[config.mk]
export PLATFORM = sky130hd
export DESIGN_NAME = agc_control
export DESIGN_NICKNAME = d
export VERILOG_FILES = /design/src/core/agc_pkg.sv /design/src/core/agc_control.sv /design/src/core/agc_conv_engine.sv
export VERILOG_INCLUDE_DIRS = /design/src /design/src/core
export SDC_FILE = /design/constraint.sdc
export NUM_CORES = 1
export LEC_CHECK = 0
export BUFFER_PORTS_ARGS = -buffer_cell sky130_fd_sc_hd__buf_2
export CORE_MARGIN = 4
export CORE_UTILIZATION = 35
export DETAILED_ROUTE_END_ITERATION = 6
export RECOVER_POWER = 50
export SYNTH_ARGS = -nofsm -noshare
export SYNTH_HDL_FRONTEND = slang
export SYNTH_SLANG_ARGS = --single-unit
[constraint.sdc]
create_clock -name clk_sys -period 4.94 [get_ports clk_sys]
set_input_delay 0.988 -clock clk_sys [delete_from_list [all_inputs] [get_ports clk_sys]]
set_output_delay 0.988 -clock clk_sys [all_outputs]
set_load 0.02 [all_outputs]
[src/core/agc_params.svh]
// Constants for the converter control core: register map, field positions, reset values, timing.
`ifndef AGC_PARAMS_SVH
`define AGC_PARAMS_SVH

// Register byte addresses on the register port.
`define AGC_REG_MAIN 8'h00
`define AGC_REG_AVG 8'h04
`define AGC_REG_TIMING 8'h08
`define AGC_REG_PINFN 8'h0C
`define AGC_REG_IODIR 8'h10
`define AGC_REG_DRV 8'h14
`define AGC_REG_OUTLVL 8'h18
`define AGC_REG_INLVL 8'h1C
`define AGC_REG_TRIG 8'h20
`define AGC_REG_STATUS 8'h24
`define AGC_REG_TADDR 8'h28
// Result window: address bits [7:6] equal to this, channel in [5:3], high byte when [2] set.
`define AGC_RES_WINDOW 2'h1

// Field positions.
`define AGC_MAIN_TRIM 0
`define AGC_MAIN_TAG 1
`define AGC_MAIN_STATS 2
`define AGC_MAIN_CHAN_LSB 4
`define AGC_TIM_TB 4
`define AGC_TIM_AUTO 5
`define AGC_STAT_AVG_DONE 0

// Reset values.
`define AGC_CFG_RST 8'h00
`define AGC_ADDR_BASE 7'h10

// Bus codes.
`define AGC_GC_ADDR 8'h00
`define AGC_GC_RESET 8'h06
`define AGC_GC_READDR 8'h04

// Timing: clock period and times in their own units, then derived cycle counts.
`define AGC_CLK_PERIOD_PS 5000
`define AGC_HALF_US_PS 500000
`define AGC_HALF_US_CYCLES ((`AGC_HALF_US_PS) / (`AGC_CLK_PERIOD_PS))
`define AGC_SLOW_SHIFT 5
`define AGC_CONV_NS 1000
`define AGC_CONV_CYCLES ((`AGC_CONV_NS * 1000 + `AGC_CLK_PERIOD_PS - 1) / `AGC_CLK_PERIOD_PS)
`define AGC_CAL_NS 10000
`define AGC_CAL_CYCLES ((`AGC_CAL_NS * 1000 + `AGC_CLK_PERIOD_PS - 1) / `AGC_CLK_PERIOD_PS)
`define AGC_EVAL_NS 1000
`define AGC_EVAL_CYCLES ((`AGC_EVAL_NS * 1000 + `AGC_CLK_PERIOD_PS - 1) / `AGC_CLK_PERIOD_PS)

`endif

[src/core/agc_pkg.sv]
// Types shared by the converter control core.
package agc_pkg;

  // Two-wire target port states.
  typedef enum logic [7:0] {
    I2C_IDLE = 8'h01,
    I2C_ADDR = 8'h02,
    I2C_ADDR_ACK = 8'h04,
    I2C_WR_BYTE = 8'h08,
    I2C_WR_ACK = 8'h10,
    I2C_STRETCH = 8'h20,
    I2C_RD_BYTE = 8'h40,
    I2C_RD_ACK = 8'h80
  } agc_i2c_state_t;

  // Conversion engine states.
  typedef enum logic [3:0] {
    ENG_IDLE = 4'h1,
    ENG_CONV = 4'h2,
    ENG_WAIT = 4'h4,
    ENG_FINISH = 4'h8
  } agc_eng_state_t;

endpackage

[src/core/agc_control.sv]
// Control core of an eight-channel sampling converter behind a two-wire target port.
//
// Local design decisions: strobed register access and the placing of the registers.
`timescale 1ns/1ps
`default_nettype none
`include "agc_params.svh"
module agc_control
  import agc_pkg::*;
#(
  parameter int unsigned HALF_US_CYCLES = `AGC_HALF_US_CYCLES,
  parameter int unsigned CAL_CYCLES = `AGC_CAL_CYCLES,
  parameter int unsigned EVAL_CYCLES = `AGC_EVAL_CYCLES,
  parameter int unsigned CONV_CYCLES = `AGC_CONV_CYCLES,
  parameter int unsigned GAP_W = 21
)
(
  // Clock and reset.
  input wire logic clk_sys,
  input wire logic rst_b,
  // Register port.
  input wire logic [7:0] reg_addr,
  input wire logic [7:0] reg_wdata,
  input wire logic reg_wr,
  input wire logic reg_rd,
  output logic [7:0] reg_rdata,
  // Two-wire bus pins, open drain.
  input wire logic scl_i,
  output logic scl_o,
  output logic scl_oe_n,
  input wire logic sda_i,
  output logic sda_o,
  output logic sda_oe_n,
  // Address strap from the resistor decoder.
  input wire logic [2:0] bus_id_strap,
  // Converter front end.
  input wire logic [11:0] ain_code,
  output logic [2:0] ain_chan,
  output logic ain_sampling,
  output logic zero_trim_active,
  // Channel pins.
  input wire logic [7:0] gpio_i,
  output logic [7:0] gpio_o,
  output logic [7:0] gpio_oe_n
);

  logic rst_n;
  logic soft_rst_r;
  logic scl_m, scl_s, scl_d, sda_m, sda_s, sda_d;
  logic [7:0] gpio_m, gpio_s;
  logic [2:0] strap_m, strap_s;
  logic scl_rise, scl_fall, bus_start, bus_stop;
  logic [7:1] main_r;
  logic [2:0] averaging_ratio;
  logic [5:0] timing_r;
  logic [7:0] pin_function_select, io_direction, output_driver_type, output_levels;
  logic zero_trim_request;
  logic [15:0] cal_cnt_r;
  logic trig_start_r, auto_start_r, i2c_conv_r;
  logic src_trig_r;
  logic averaging_complete_flag;
  logic [15:0] eval_cnt_r;
  logic eval_busy;
  logic [6:0] taddr_r;
  logic [GAP_W-1:0] gap_cycles, ivl_cnt_r;
  logic eng_start, eng_busy, eng_done;
  logic [15:0] eng_result;
  logic [15:0] latest_result [8];
  agc_i2c_state_t st_r;
  logic [3:0] bit_cnt_r;
  logic [7:0] rx_r;
  logic [23:0] tx_r;
  logic [1:0] byte_left_r;
  logic is_gc_r, is_rd_r, ack_r, gc_reset_r, gc_eval_r;
  logic tag_on, avg_on;
  logic [23:0] frame;
  logic [1:0] frame_extra;

  // The general-call reset acts like the pin reset on everything but itself.
  assign rst_n = rst_b & ~soft_rst_r;

  // The pins are only ever pulled low, so the data outputs are constant zero.
  assign scl_o = 1'b0;
  assign sda_o = 1'b0;

  // Two flip-flops on every pin input before any logic looks at it.
  always_ff @(posedge clk_sys)
  begin
    scl_m <= scl_i;
    scl_s <= scl_m;
    scl_d <= scl_s;
    sda_m <= sda_i;
    sda_s <= sda_m;
    sda_d <= sda_s;
    gpio_m <= gpio_i;
    gpio_s <= gpio_m;
    strap_m <= bus_id_strap;
    strap_s <= strap_m;
  end

  // Edges and bus conditions, all taken from the synchronised copies.
  assign scl_rise = scl_s & ~scl_d;
  assign scl_fall = ~scl_s & scl_d;
  assign bus_start = scl_s & scl_d & sda_d & ~sda_s;
  assign bus_stop = scl_s & scl_d & ~sda_d & sda_s;

  // Software configuration registers.
  always_ff @(posedge clk_sys)
  begin
    if (!rst_n)
    begin
      main_r <= 7'(`AGC_CFG_RST >> 1);
      averaging_ratio <= 3'h0;
      timing_r <= 6'h00;
      pin_function_select <= `AGC_CFG_RST;
      io_direction <= `AGC_CFG_RST;
      output_driver_type <= `AGC_CFG_RST;
      output_levels <= `AGC_CFG_RST;
    end
    else if (reg_wr)
    begin
      unique case (reg_addr)
        `AGC_REG_MAIN: main_r <= reg_wdata[7:1];
        `AGC_REG_AVG: averaging_ratio <= reg_wdata[2:0];
        `AGC_REG_TIMING: timing_r <= reg_wdata[5:0];
        `AGC_REG_PINFN: pin_function_select <= reg_wdata;
        `AGC_REG_IODIR: io_direction <= reg_wdata;
        `AGC_REG_DRV: output_driver_type <= reg_wdata;
        `AGC_REG_OUTLVL: output_levels <= reg_wdata;
        default: ;
      endcase
    end
  end

  assign tag_on = main_r[`AGC_MAIN_TAG];
  assign avg_on = averaging_ratio != 3'h0;

  // Offset trim: a new request in the finishing cycle restarts rather than being lost.
  always_ff @(posedge clk_sys)
  begin
    if (!rst_n)
    begin
      zero_trim_request <= 1'b0;
      cal_cnt_r <= 16'h0000;
    end
    else if (reg_wr && reg_addr == `AGC_REG_MAIN && reg_wdata[`AGC_MAIN_TRIM])
    begin
      zero_trim_request <= 1'b1;
      cal_cnt_r <= 16'(CAL_CYCLES);
    end
    else if (zero_trim_request)
    begin
      if (cal_cnt_r <= 16'h0001)
      begin
        zero_trim_request <= 1'b0;
      end
      cal_cnt_r <= cal_cnt_r - 16'h0001;
    end
  end

  assign zero_trim_active = zero_trim_request;

  // Target address: strap is caught at the end of a settle count after reset or re-evaluation.
  always_ff @(posedge clk_sys)
  begin
    if (!rst_n)
    begin
      eval_cnt_r <= 16'(EVAL_CYCLES);
      taddr_r <= `AGC_ADDR_BASE;
    end
    else if (gc_eval_r)
    begin
      eval_cnt_r <= 16'(EVAL_CYCLES);
    end
    else if (eval_cnt_r != 16'h0000)
    begin
      eval_cnt_r <= eval_cnt_r - 16'h0001;
      if (eval_cnt_r == 16'h0001)
      begin
        taddr_r <= `AGC_ADDR_BASE | {4'h0, strap_s};
      end
    end
    else if (reg_wr && reg_addr == `AGC_REG_TADDR)
    begin
      taddr_r <= reg_wdata[6:0];
    end
  end

  assign eval_busy = eval_cnt_r != 16'h0000;

  // Start spacing: 1 or 1.5 microseconds doubled per code pair, times 32 on the slow timebase.
  always_comb
  begin
    gap_cycles = timing_r[0] ? GAP_W'(3 * HALF_US_CYCLES) : GAP_W'(2 * HALF_US_CYCLES);
    gap_cycles = gap_cycles << timing_r[3:1];
    if (timing_r[`AGC_TIM_TB])
    begin
      gap_cycles = gap_cycles << `AGC_SLOW_SHIFT;
    end
  end

  // Conversion starts: register trigger, autonomous interval, and the bus read path.
  always_ff @(posedge clk_sys)
  begin
    if (!rst_n)
    begin
      trig_start_r <= 1'b0;
      auto_start_r <= 1'b0;
      ivl_cnt_r <= '0;
      src_trig_r <= 1'b0;
    end
    else
    begin
      trig_start_r <= reg_wr && reg_addr == `AGC_REG_TRIG && reg_wdata[0];
      auto_start_r <= 1'b0;
      if (!timing_r[`AGC_TIM_AUTO])
      begin
        ivl_cnt_r <= '0;
      end
      else if (ivl_cnt_r + 1'b1 >= gap_cycles)
      begin
        ivl_cnt_r <= '0;
        auto_start_r <= 1'b1;
      end
      else
      begin
        ivl_cnt_r <= ivl_cnt_r + 1'b1;
      end
      if (eng_start && !eng_busy)
      begin
        src_trig_r <= trig_start_r;
      end
    end
  end

  assign eng_start = trig_start_r | auto_start_r | i2c_conv_r;

  // Shared engine; a start that arrives while it runs is dropped.
  agc_conv_engine #(
    .CONV_CYCLES(CONV_CYCLES),
    .GAP_W(GAP_W)
  ) u_engine (
    .clk_sys(clk_sys),
    .rst_b(rst_n),
    .start(eng_start),
    .averaging_ratio(averaging_ratio),
    .gap_cycles(gap_cycles),
    .ain_code(ain_code),
    .busy(eng_busy),
    .sampling(ain_sampling),
    .done(eng_done),
    .result(eng_result)
  );

  // Channel is latched per conversion so a register write mid-run cannot retag it.
  always_ff @(posedge clk_sys)
  begin
    if (!rst_n)
    begin
      ain_chan <= 3'h0;
      averaging_complete_flag <= 1'b0;
    end
    else
    begin
      if (eng_start && !eng_busy)
      begin
        ain_chan <= main_r[`AGC_MAIN_CHAN_LSB+2:`AGC_MAIN_CHAN_LSB];
      end
      if (eng_done && src_trig_r && main_r[`AGC_MAIN_STATS])
      begin
        averaging_complete_flag <= 1'b1;
      end
      else if (reg_wr && reg_addr == `AGC_REG_STATUS && reg_wdata[`AGC_STAT_AVG_DONE])
      begin
        averaging_complete_flag <= 1'b0;
      end
    end
  end

  // Per-channel result store, left-justified so plain and averaged codes share one format.
  always_ff @(posedge clk_sys)
  begin
    if (!rst_n)
    begin
      for (int i = 0; i < 8; i++)
      begin
        latest_result[i] <= 16'h0000;
      end
    end
    else if (eng_done)
    begin
      latest_result[ain_chan] <= eng_result;
    end
  end

  // Outgoing bytes: value high first, tag in the nibble after a 12-bit value or a third byte.
  always_comb
  begin
    frame = {eng_result, 8'h00};
    frame_extra = 2'h1;
    if (tag_on && !avg_on)
    begin
      frame[11:8] = {1'b0, ain_chan};
    end
    else if (tag_on)
    begin
      frame[7:0] = {1'b0, ain_chan, 4'h0};
      frame_extra = 2'h2;
    end
  end

  // Register read data, valid only in the cycle after the strobe.
  always_ff @(posedge clk_sys)
  begin
    if (!rst_n || !reg_rd)
    begin
      reg_rdata <= 8'h00;
    end
    else if (reg_addr[7:6] == `AGC_RES_WINDOW)
    begin
      reg_rdata <= reg_addr[2] ? latest_result[reg_addr[5:3]][15:8] :
                   latest_result[reg_addr[5:3]][7:0];
    end
    else
    begin
      unique case (reg_addr)
        `AGC_REG_MAIN: reg_rdata <= {main_r, zero_trim_request};
        `AGC_REG_AVG: reg_rdata <= {5'h00, averaging_ratio};
        `AGC_REG_TIMING: reg_rdata <= {2'h0, timing_r};
        `AGC_REG_PINFN: reg_rdata <= pin_function_select;
        `AGC_REG_IODIR: reg_rdata <= io_direction;
        `AGC_REG_DRV: reg_rdata <= output_driver_type;
        `AGC_REG_OUTLVL: reg_rdata <= output_levels;
        `AGC_REG_INLVL: reg_rdata <= gpio_s & pin_function_select & ~io_direction;
        `AGC_REG_STATUS: reg_rdata <= {5'h00, eval_busy, eng_busy, averaging_complete_flag};
        `AGC_REG_TADDR: reg_rdata <= {1'b0, taddr_r};
        default: reg_rdata <= 8'h00;
      endcase
    end
  end

  // Channel pins: an open-drain high is released, push-pull drives both levels.
  always_ff @(posedge clk_sys)
  begin
    if (!rst_n)
    begin
      gpio_o <= 8'h00;
      gpio_oe_n <= 8'hFF;
    end
    else
    begin
      gpio_o <= output_levels;
      gpio_oe_n <= ~(pin_function_select & io_direction &
                     (output_driver_type | ~output_levels));
    end
  end

  // The general-call reset pulse itself only answers to the pin reset.
  always_ff @(posedge clk_sys)
  begin
    if (!rst_b)
    begin
      soft_rst_r <= 1'b0;
    end
    else
    begin
      soft_rst_r <= gc_reset_r;
    end
  end

  // Two-wire target port; data changes only while the clock is low.
  always_ff @(posedge clk_sys)
  begin
    if (!rst_n)
    begin
      st_r <= I2C_IDLE;
      bit_cnt_r <= 4'h0;
      rx_r <= 8'h00;
      tx_r <= 24'h000000;
      byte_left_r <= 2'h0;
      is_gc_r <= 1'b0;
      is_rd_r <= 1'b0;
      ack_r <= 1'b0;
      gc_reset_r <= 1'b0;
      gc_eval_r <= 1'b0;
      i2c_conv_r <= 1'b0;
      scl_oe_n <= 1'b1;
      sda_oe_n <= 1'b1;
    end
    else
    begin
      i2c_conv_r <= 1'b0;
      gc_reset_r <= 1'b0;
      gc_eval_r <= 1'b0;
      if (bus_stop)
      begin
        st_r <= I2C_IDLE;
        sda_oe_n <= 1'b1;
      end
      else if (bus_start)
      begin
        st_r <= I2C_ADDR;
        bit_cnt_r <= 4'h0;
        sda_oe_n <= 1'b1;
      end
      else
      begin
        unique case (st_r)
          I2C_IDLE: ;
          I2C_ADDR, I2C_WR_BYTE:
          begin
            if (scl_rise)
            begin
              rx_r <= {rx_r[6:0], sda_s};
              bit_cnt_r <= bit_cnt_r + 4'h1;
            end
            else if (scl_fall && bit_cnt_r == 4'h8)
            begin
              bit_cnt_r <= 4'h0;
              if (st_r == I2C_WR_BYTE)
              begin
                sda_oe_n <= 1'b0;
                st_r <= I2C_WR_ACK;
              end
              else if (rx_r == `AGC_GC_ADDR)
              begin
                is_gc_r <= 1'b1;
                is_rd_r <= 1'b0;
                sda_oe_n <= 1'b0;
                st_r <= I2C_ADDR_ACK;
              end
              else if (rx_r[7:1] == taddr_r && !eval_busy)
              begin
                is_gc_r <= 1'b0;
                is_rd_r <= rx_r[0];
                sda_oe_n <= 1'b0;
                st_r <= I2C_ADDR_ACK;
              end
              else
              begin
                st_r <= I2C_IDLE;
              end
            end
          end
          I2C_ADDR_ACK:
          begin
            if (scl_fall)
            begin
              sda_oe_n <= 1'b1;
              if (is_rd_r)
              begin
                i2c_conv_r <= 1'b1;
                scl_oe_n <= 1'b0;
                st_r <= I2C_STRETCH;
              end
              else
              begin
                st_r <= I2C_WR_BYTE;
              end
            end
          end
          I2C_WR_ACK:
          begin
            if (scl_fall)
            begin
              sda_oe_n <= 1'b1;
              st_r <= I2C_WR_BYTE;
              gc_reset_r <= is_gc_r && rx_r == `AGC_GC_RESET;
              gc_eval_r <= is_gc_r && rx_r == `AGC_GC_READDR;
            end
          end
          I2C_STRETCH:
          begin
            if (eng_done)
            begin
              tx_r <= frame;
              byte_left_r <= frame_extra;
              sda_oe_n <= frame[23];
              bit_cnt_r <= 4'h1;
              st_r <= I2C_RD_BYTE;
            end
          end
          I2C_RD_BYTE:
          begin
            // The clock goes free a cycle after the first bit is set, so data lead its rise.
            scl_oe_n <= 1'b1;
            if (scl_fall)
            begin
              tx_r <= {tx_r[22:0], 1'b0};
              bit_cnt_r <= bit_cnt_r + 4'h1;
              sda_oe_n <= (bit_cnt_r == 4'h8) ? 1'b1 : tx_r[22];
              if (bit_cnt_r == 4'h8)
              begin
                st_r <= I2C_RD_ACK;
              end
            end
          end
          I2C_RD_ACK:
          begin
            if (scl_rise)
            begin
              ack_r <= ~sda_s;
            end
            else if (scl_fall)
            begin
              if (!ack_r)
              begin
                st_r <= I2C_IDLE;
              end
              else if (byte_left_r != 2'h0)
              begin
                byte_left_r <= byte_left_r - 2'h1;
                sda_oe_n <= tx_r[23];
                bit_cnt_r <= 4'h1;
                st_r <= I2C_RD_BYTE;
              end
              else
              begin
                i2c_conv_r <= 1'b1;
                scl_oe_n <= 1'b0;
                st_r <= I2C_STRETCH;
              end
            end
          end
        endcase
      end
    end
  end

endmodule
`default_nettype wire

[src/core/agc_conv_engine.sv]
// Conversion and averaging engine: runs one or 2**ratio conversions and scales the sum.
`timescale 1ns/1ps
`default_nettype none
`include "agc_params.svh"
module agc_conv_engine
  import agc_pkg::*;
#(
  parameter int unsigned CONV_CYCLES = `AGC_CONV_CYCLES,
  parameter int unsigned GAP_W = 21
)
(
  // Clock and reset.
  input wire logic clk_sys,
  input wire logic rst_b,
  // Control.
  input wire logic start,
  input wire logic [2:0] averaging_ratio,
  input wire logic [GAP_W-1:0] gap_cycles,
  // Converter front end.
  input wire logic [11:0] ain_code,
  // Results.
  output logic busy,
  output logic sampling,
  output logic done,
  output logic [15:0] result
);

  agc_eng_state_t st_r;
  logic [GAP_W-1:0] cnt_r;
  logic [7:0] left_r;
  logic [18:0] acc_r;
  logic [2:0] ratio_r;
  logic [22:0] scaled;

  // Sum shifted up to 16 bits then divided by the sample count; ratio 0 leaves the single code shifted up by four.
  assign scaled = {acc_r, 4'h0} >> ratio_r;

  // Conversion time is a fixed count; the rate setting only spaces the starts apart.
  always_ff @(posedge clk_sys)
  begin
    if (!rst_b)
    begin
      st_r <= ENG_IDLE;
      cnt_r <= '0;
      left_r <= 8'h00;
      acc_r <= '0;
      ratio_r <= 3'h0;
      busy <= 1'b0;
      sampling <= 1'b0;
      done <= 1'b0;
      result <= 16'h0000;
    end
    else
    begin
      done <= 1'b0;
      unique case (st_r)
        ENG_IDLE:
        begin
          if (start)
          begin
            st_r <= ENG_CONV;
            cnt_r <= '0;
            left_r <= 8'h01 << averaging_ratio;
            ratio_r <= averaging_ratio;
            acc_r <= '0;
            busy <= 1'b1;
            sampling <= 1'b1;
          end
        end
        ENG_CONV:
        begin
          cnt_r <= cnt_r + 1'b1;
          if (cnt_r == GAP_W'(CONV_CYCLES - 1))
          begin
            acc_r <= acc_r + {7'h00, ain_code};
            left_r <= left_r - 8'h01;
            sampling <= 1'b0;
            st_r <= (left_r == 8'h01) ? ENG_FINISH : ENG_WAIT;
          end
        end
        ENG_WAIT:
        begin
          // Further samples are started here, without any host action.
          if (cnt_r + 1'b1 >= gap_cycles)
          begin
            cnt_r <= '0;
            sampling <= 1'b1;
            st_r <= ENG_CONV;
          end
          else
          begin
            cnt_r <= cnt_r + 1'b1;
          end
        end
        ENG_FINISH:
        begin
          result <= scaled[15:0];
          done <= 1'b1;
          busy <= 1'b0;
          st_r <= ENG_IDLE;
        end
      endcase
    end
  end

endmodule
`default_nettype wire

# ---- Word level (Yosys, flattened, before mapping)
# Memory sizes are Yosys's and may differ from the RTL's.
# Cells that the tools add are included.
dict set report totals {
  out_inout_bits 33
  wordCells 351
  reg_bits 297
  mem_count 1
  input_bits 45
  mem_bits_rw 128
}
dict set report classes {
  add_sub_neg 8
  muxes 115
  n_lt_le_gt_ge 3
  n_eq_ne 60
  shift 3
  n_reduce_logical 74
  bitwise 32
}
# memory depth word_bits read_ports rd_clocked_by_memory_dff wr line
set memory_table {}
lappend memory_table {latest_result 8 16 1 0 8 agc_control.sv:67} ;# logic [15:0] latest_result [8];
# operator count
set ops {}
lappend ops {{$mux W8} 13}
lappend ops {{$pmux W8 S10} 1}
lappend ops {{$mux W21} 3}
lappend ops {{$pmux W21 S3} 1}
lappend ops {{$mux W4} 14}
lappend ops {{$mux W7} 7}
lappend ops {{$mux W24} 2}
lappend ops {{$pmux W24 S2} 1}
lappend ops {{$pmux W8 S6} 1}
lappend ops {{$mux W1} 43}
lappend ops {{$add A21 B1 Y21 const B} 2}
lappend ops {{$ge A21 B21 Y1} 2}
lappend ops {{$eq A8 B5 Y1 const B} 5}
lappend ops {{$mux W19} 2}
lappend ops {{$pmux W19 S2} 1}
lappend ops {{$and A8 B8 Y8} 4}
lappend ops {{$eq A8 B3 Y1 const B} 4}
lappend ops {{$eq A8 B6 Y1 const B} 4}
lappend ops {{$pmux W4 S4} 2}
lappend ops {{$sub A16 B1 Y16 const B} 2}
lappend ops {{$ne A3 B3 Y1 const B} 10}
lappend ops {{$ne A2 B2 Y1 const B} 13}
lappend ops {{$eq A8 B4 Y1 const B} 3}
lappend ops {{$not A8 Y8} 3}
lappend ops {{62 further kinds} 152}

# ---- Longest topological paths before layout
dict set report logic_depth {
  word_depth 10
  ltp_mapped 18
  ltp_nobuf 16
}

# ---- By module
# Synthesis repeated with hierarchy kept, for this count alone.
dict set report hier_totals {
  hier_cells 2232
  hier_area_um2 21211.6
}
# module area_per_inst_um2 cells_per_inst n_inst seq_area_each_um2
set modules_own_cells {}
lappend modules_own_cells {agc_control 16106.7 1617 1 8227.9}
lappend modules_own_cells {agc_conv_engine 5104.9 615 1 1481.4}

# ---- Worst setup path before layout
# Ideal clock, no wire load.
dict set report synth_path {
  kind {input -> register}
  startpoint {input ain_code[0]}
  endpoint {register u_engine.acc_r[18]}
  arrival_ps 3466
  path_buffers 0
  setup_ps 125
  slack_ps 1349
  required_time_ps 4815
  path_stages 10
  cell_sequence {ha_1 fa_1 a21o_1 a21oi_1 o21bai_1 a2111o_1 and3_1 nor4_1 or4_1 a21oi_1}
}
dict set report synth_via {
  elab_chain_len 3
}
# element line
set synth_rtl {}
lappend synth_rtl {{from (decl)} agc_control.sv:36} ;# input wire logic [11:0] ain_code,
lappend synth_rtl {{$add A19 B12 Y19} agc_conv_engine.sv:75} ;# acc_r <= acc_r + {7'h00, ain_code};
lappend synth_rtl {{$mux W19} agc_conv_engine.sv:73} ;# if (cnt_r == GAP_W'(CONV_CYCLES - 1))
lappend synth_rtl {{$pmux W19 S2} agc_conv_engine.sv:56} ;# unique case (st_r)
lappend synth_rtl {{to (signal assigned)} agc_conv_engine.sv:75}
lappend synth_rtl {{to (decl)} agc_conv_engine.sv:31} ;# logic [18:0] acc_r;
# No other way between the ends. The select of a mux whose other input is x is not followed.
# A chain may end at the register's enable or synchronous reset.

# ---- Worst setup path after layout
dict set report layout_path {
  startpoint {input rst_b}
  endpoint {register gpio_o[2]}
}
dict set report layout_via {
  elab_chain_len 1
}
# element line
set layout_rtl {}
lappend layout_rtl {{from (decl)} agc_control.sv:19} ;# input wire logic rst_b,
lappend layout_rtl {{$and A1 B1 Y1} agc_control.sv:79} ;# assign rst_n = rst_b & ~soft_rst_r;
lappend layout_rtl {{to (signal assigned)} agc_control.sv:351} ;# gpio_o <= output_levels;
lappend layout_rtl {{to (decl)} agc_control.sv:42} ;# output logic [7:0] gpio_o,
# No other way between the ends.

==> impl_metrics.yaml <==
timing:
  fin_crit_ps: 4330
  finalSetupTns_ps: 0
  finalMaxSlewViolations: 147
  fin_crit_sh_pct: 87.6
  final-setup-viol-count: 0
  hold_viol: 0
  hold_slack_ps: 322
  rsz0062_at_grt: "false"
  skew_ps: 17.8
  tightestPinTransition_ps: 2560
  relSlewSlack_pct: -71.0
  timing.fmax_mhz: 231
  fin_ws_ps: 613
die:
  core_area_sq_mm: 0.0590
  die_w_microns: 252
  ios: 78
  die-area_sq_mm: 0.0636
  fp-row-count: 89
  die_y_microns: 252
  initial_core_util_pct: 35.4
detailed_routing:
  avgRoutedWirePerCell_microns: 18.4
  vias: 16600
  drtAntennaViolNets: 0
  drc: 0
  drt_iter0_markers: 1215
  drt_wl_total_mm: 55.9
  drtPass1Iterations: 5
  vias_per_cell: 5.45
synthesis:
  ys_warn_count: 0
  synth_top_family_by_area: "simple AND/OR/NAND/NOR gates"
  synthDistinctLibCells: 89
  syn_avg_cell_area_sq_um: 9.44
  synth_seq_cells: 421
  synth-xor-area-share_pct: 3.55
  yosys-top-cells-count: "293 x dfxtp_1, 212 x nand2_1, 193 x nor2_1, 153 x a21oi_1, 139 x and2_1"
  ys.flop_type: "dfxtp_1"
  synth_edf_count: 128
  ys_seq_area_share_pct: 46.5
  synthCells: 2211
  yosys.area_share.adder_pct: 3.72
  syn_area_sq_mm: 0.0209
  synth_top_area_share_pct: 28.1
  ys_top_cells_by_area: "dfxtp_1 28%, edfxtp_1 18%, and2_1 4.2%, nand2_1 3.8%, mux2i_1 3.7%"
  yosysMostFrequentCell: "dfxtp_1"
  async_reset_ff_share_pct: 0
  synth_area_leader_cell: "dfxtp_1"
  synth_compound_area_share_pct: 14.0
  synth.area.mux_share_pct: 6.17
  yosys.area_share.simple_pct: 22.6
pwr:
  p_int_uw: 5910
  p_sw_share_pct: 22.8
  powerDensity_mw_per_mm2: 327
  power_frac_seq_pct: 47.7
  total_power_uw: 7650
  ir_worst_vdd_mv: 0.305
  power_frac_comb_pct: 3.9
  p_leak_uw: 0.00826
  clkPwrFrac_pct: 48.4
  power_switching_uw: 1740
placed_design:
  placement.io_buffers: 75
  dp.final_hpwl_mm: 38.8
  dpl_worst_slack_ps: 784
  finalWeightedCongestion: 0.840
  place_area_sq_mm: 0.0219
grt:
  antenna_found_initial: 1
  track_usage_pct: 17.0
  grt_pass1_wl_mm: 88.1
  grt_overflow: 0
  grt_pass1_vias: 16100
  grt_max_degree: 87
hold_path:
  hold_depth: 0
  min_to: "gpio_s[0]$_DFF_P_"
  hold_start: "gpio_m[0]$_DFF_P_"
  hold_path_class: "reg -> reg"
cts:
  cts-buffers-inserted: 48
  insertion_delay_ps: 600
  cts_tree: "done"
  clk_pin_slew_worst_paths_ps: 60
  cts.path.max_buffers: 3
  cts-resized-gates: 0
  root_buffer: "clkbuf_16"
  cts_max_level: 2
  clock-sinks: 421
  hold_buffers: 0
  postCtsSetupBuffers: 0
critical_path:
  required_ps: 5310
  path_cells: "clkbuf_1 -> nand2b_1 -> clkbuf_2 -> nor2_1"
  cp_max_fo: 86
  r2r_cells: 3
  crit_arrival_ps: 4700
  cp.buffers_inverters: 2
  worst_r2r_endpoint: "gpio_o[2]$_SDFF_PN0_"
  r2r_start: "soft_rst_r$_SDFF_PN0_"
  cpMaxStageDelayCell: "nand2b_1"
  r2r_slack_ps: 700
  cp-end-kind: "register"
  worstSetupPathType: "in -> reg"
  startpoint_type: "input pin"
  cpPeakStageDelay_ps: 1760
  cpLargestDelayFamily: "simple AND/OR/NAND/NOR gates"
finish:
  fin_nets: 2337
  area_delta_synth_final_pct: 12.3
  stdcell_area_sq_mm: 0.0234
  antenna_cells: 0
  drive_gt1_share_pct: 8.93
run_status:
  failed_checks: "max-capacitance violations, max-slew violations"
  status: "finished, violations left"
run:
  drv_cap: 2
worst reg2reg max path, delay by kind of cell (launching register included):
kind                   cells  cell delay (ps)
AND/OR/NAND/NOR            2             2150
buffers and inverters      1             1550
flip-flops                 1              320
cells by family (layout without fill, tap and decap cells):
logic type / count (synthesis) / after routing
simple gates: 928 / 928
compound gates: 441 / 441
flops: 421 / 421
buf+inv: 172 / 232
mux: 103 / 103
xor+xnor: 83 / 83
fa+ha+maj: 62 / 62
other cells: 1 / 2
stage by stage:
| stage | instances | utilization [%] |
|---|---|---|
| 2_1_floorplan | 2212 | - |
| 3_3_place_gp | 2956 | 37.1 |
| 3_5_place_dp | 2956 | 37.1 |
| 4_1_cts | 3045 | 39.9 |
| 5_1_grt | 3045 | 39.7 |
| 6_report | 3045 | 39.7 |
state kept, by name, indices dropped and copies added, names as in the netlist, 16 cells and up:
| name | cells |
|---|---|
| latest_result | 128 |
| ivl_cnt_r | 21 |
| u_engine.cnt_r | 21 |
| tx_r | 20 |
| u_engine.acc_r | 19 |
| cal_cnt_r | 16 |
| eval_cnt_r | 16 |
| u_engine.result | 16 |
worst max path at each step:
stage                                        start                              end  slack, ps  depth (start not counted)
after detailed placement               ain_code[0]  u_engine.acc_r[12]$_SDFFE_PN0P_        780                         11
final                                        rst_b             gpio_o[2]$_SDFF_PN0_        610                          4
after global placement                 ain_code[0]  u_engine.acc_r[12]$_SDFFE_PN0P_        940                         11
after global routing                         rst_b             gpio_o[2]$_SDFF_PN0_        320                          4
after floorplan                        ain_code[0]  u_engine.acc_r[18]$_SDFFE_PN0P_       1350                         10
after CTS                 timing_r[0]$_SDFFE_PN0P_         ivl_cnt_r[18]$_SDFF_PP0_        870                         12
cell usage in the layout, fill, tap and decap left out, drive strengths merged, types with 59 or more instances in the layout:
cell	instances
clkbuf	108
nor2	193
a21oi	154
nand3	110
dfxtp	293
mux2i	78
xnor2	59
and2	139
edfxtp	128
buf	59
nand2	213
o21ai	83
cell type report:
class | instances | area (sq um)
Clock buffer | 67 | 1350
Fill cell | 5809 | 35600
Tap cell | 773 | 967
Clock inverter | 22 | 289
Sequential cell | 421 | 9710
Inverter | 43 | 161
Timing Repair Buffer | 100 | 488
Multi-Input combinational cell | 1619 | 10500
power by group through the flow:
stage / registers (uW) / logic (uW) / clock network (uW)
global route: 3660 / 326 / 3910
finish: 3650 / 298 / 3700
floorplan: 3720 / 206 / 0
detailed placement: 3730 / 303 / 0
CTS: 3650 / 304 / 3770
global placement: 3730 / 298 / 0
layer usage:
layer  vias up  share of wire, %  GRT usage (%)
met5         -                 0              0
met4         0               2.3           4.60
met2       493                45           27.0
met3        79               5.6           2.48
met1      8008                47           24.3
li1       8028                 -              -
(Power assumes the default switching activity.)
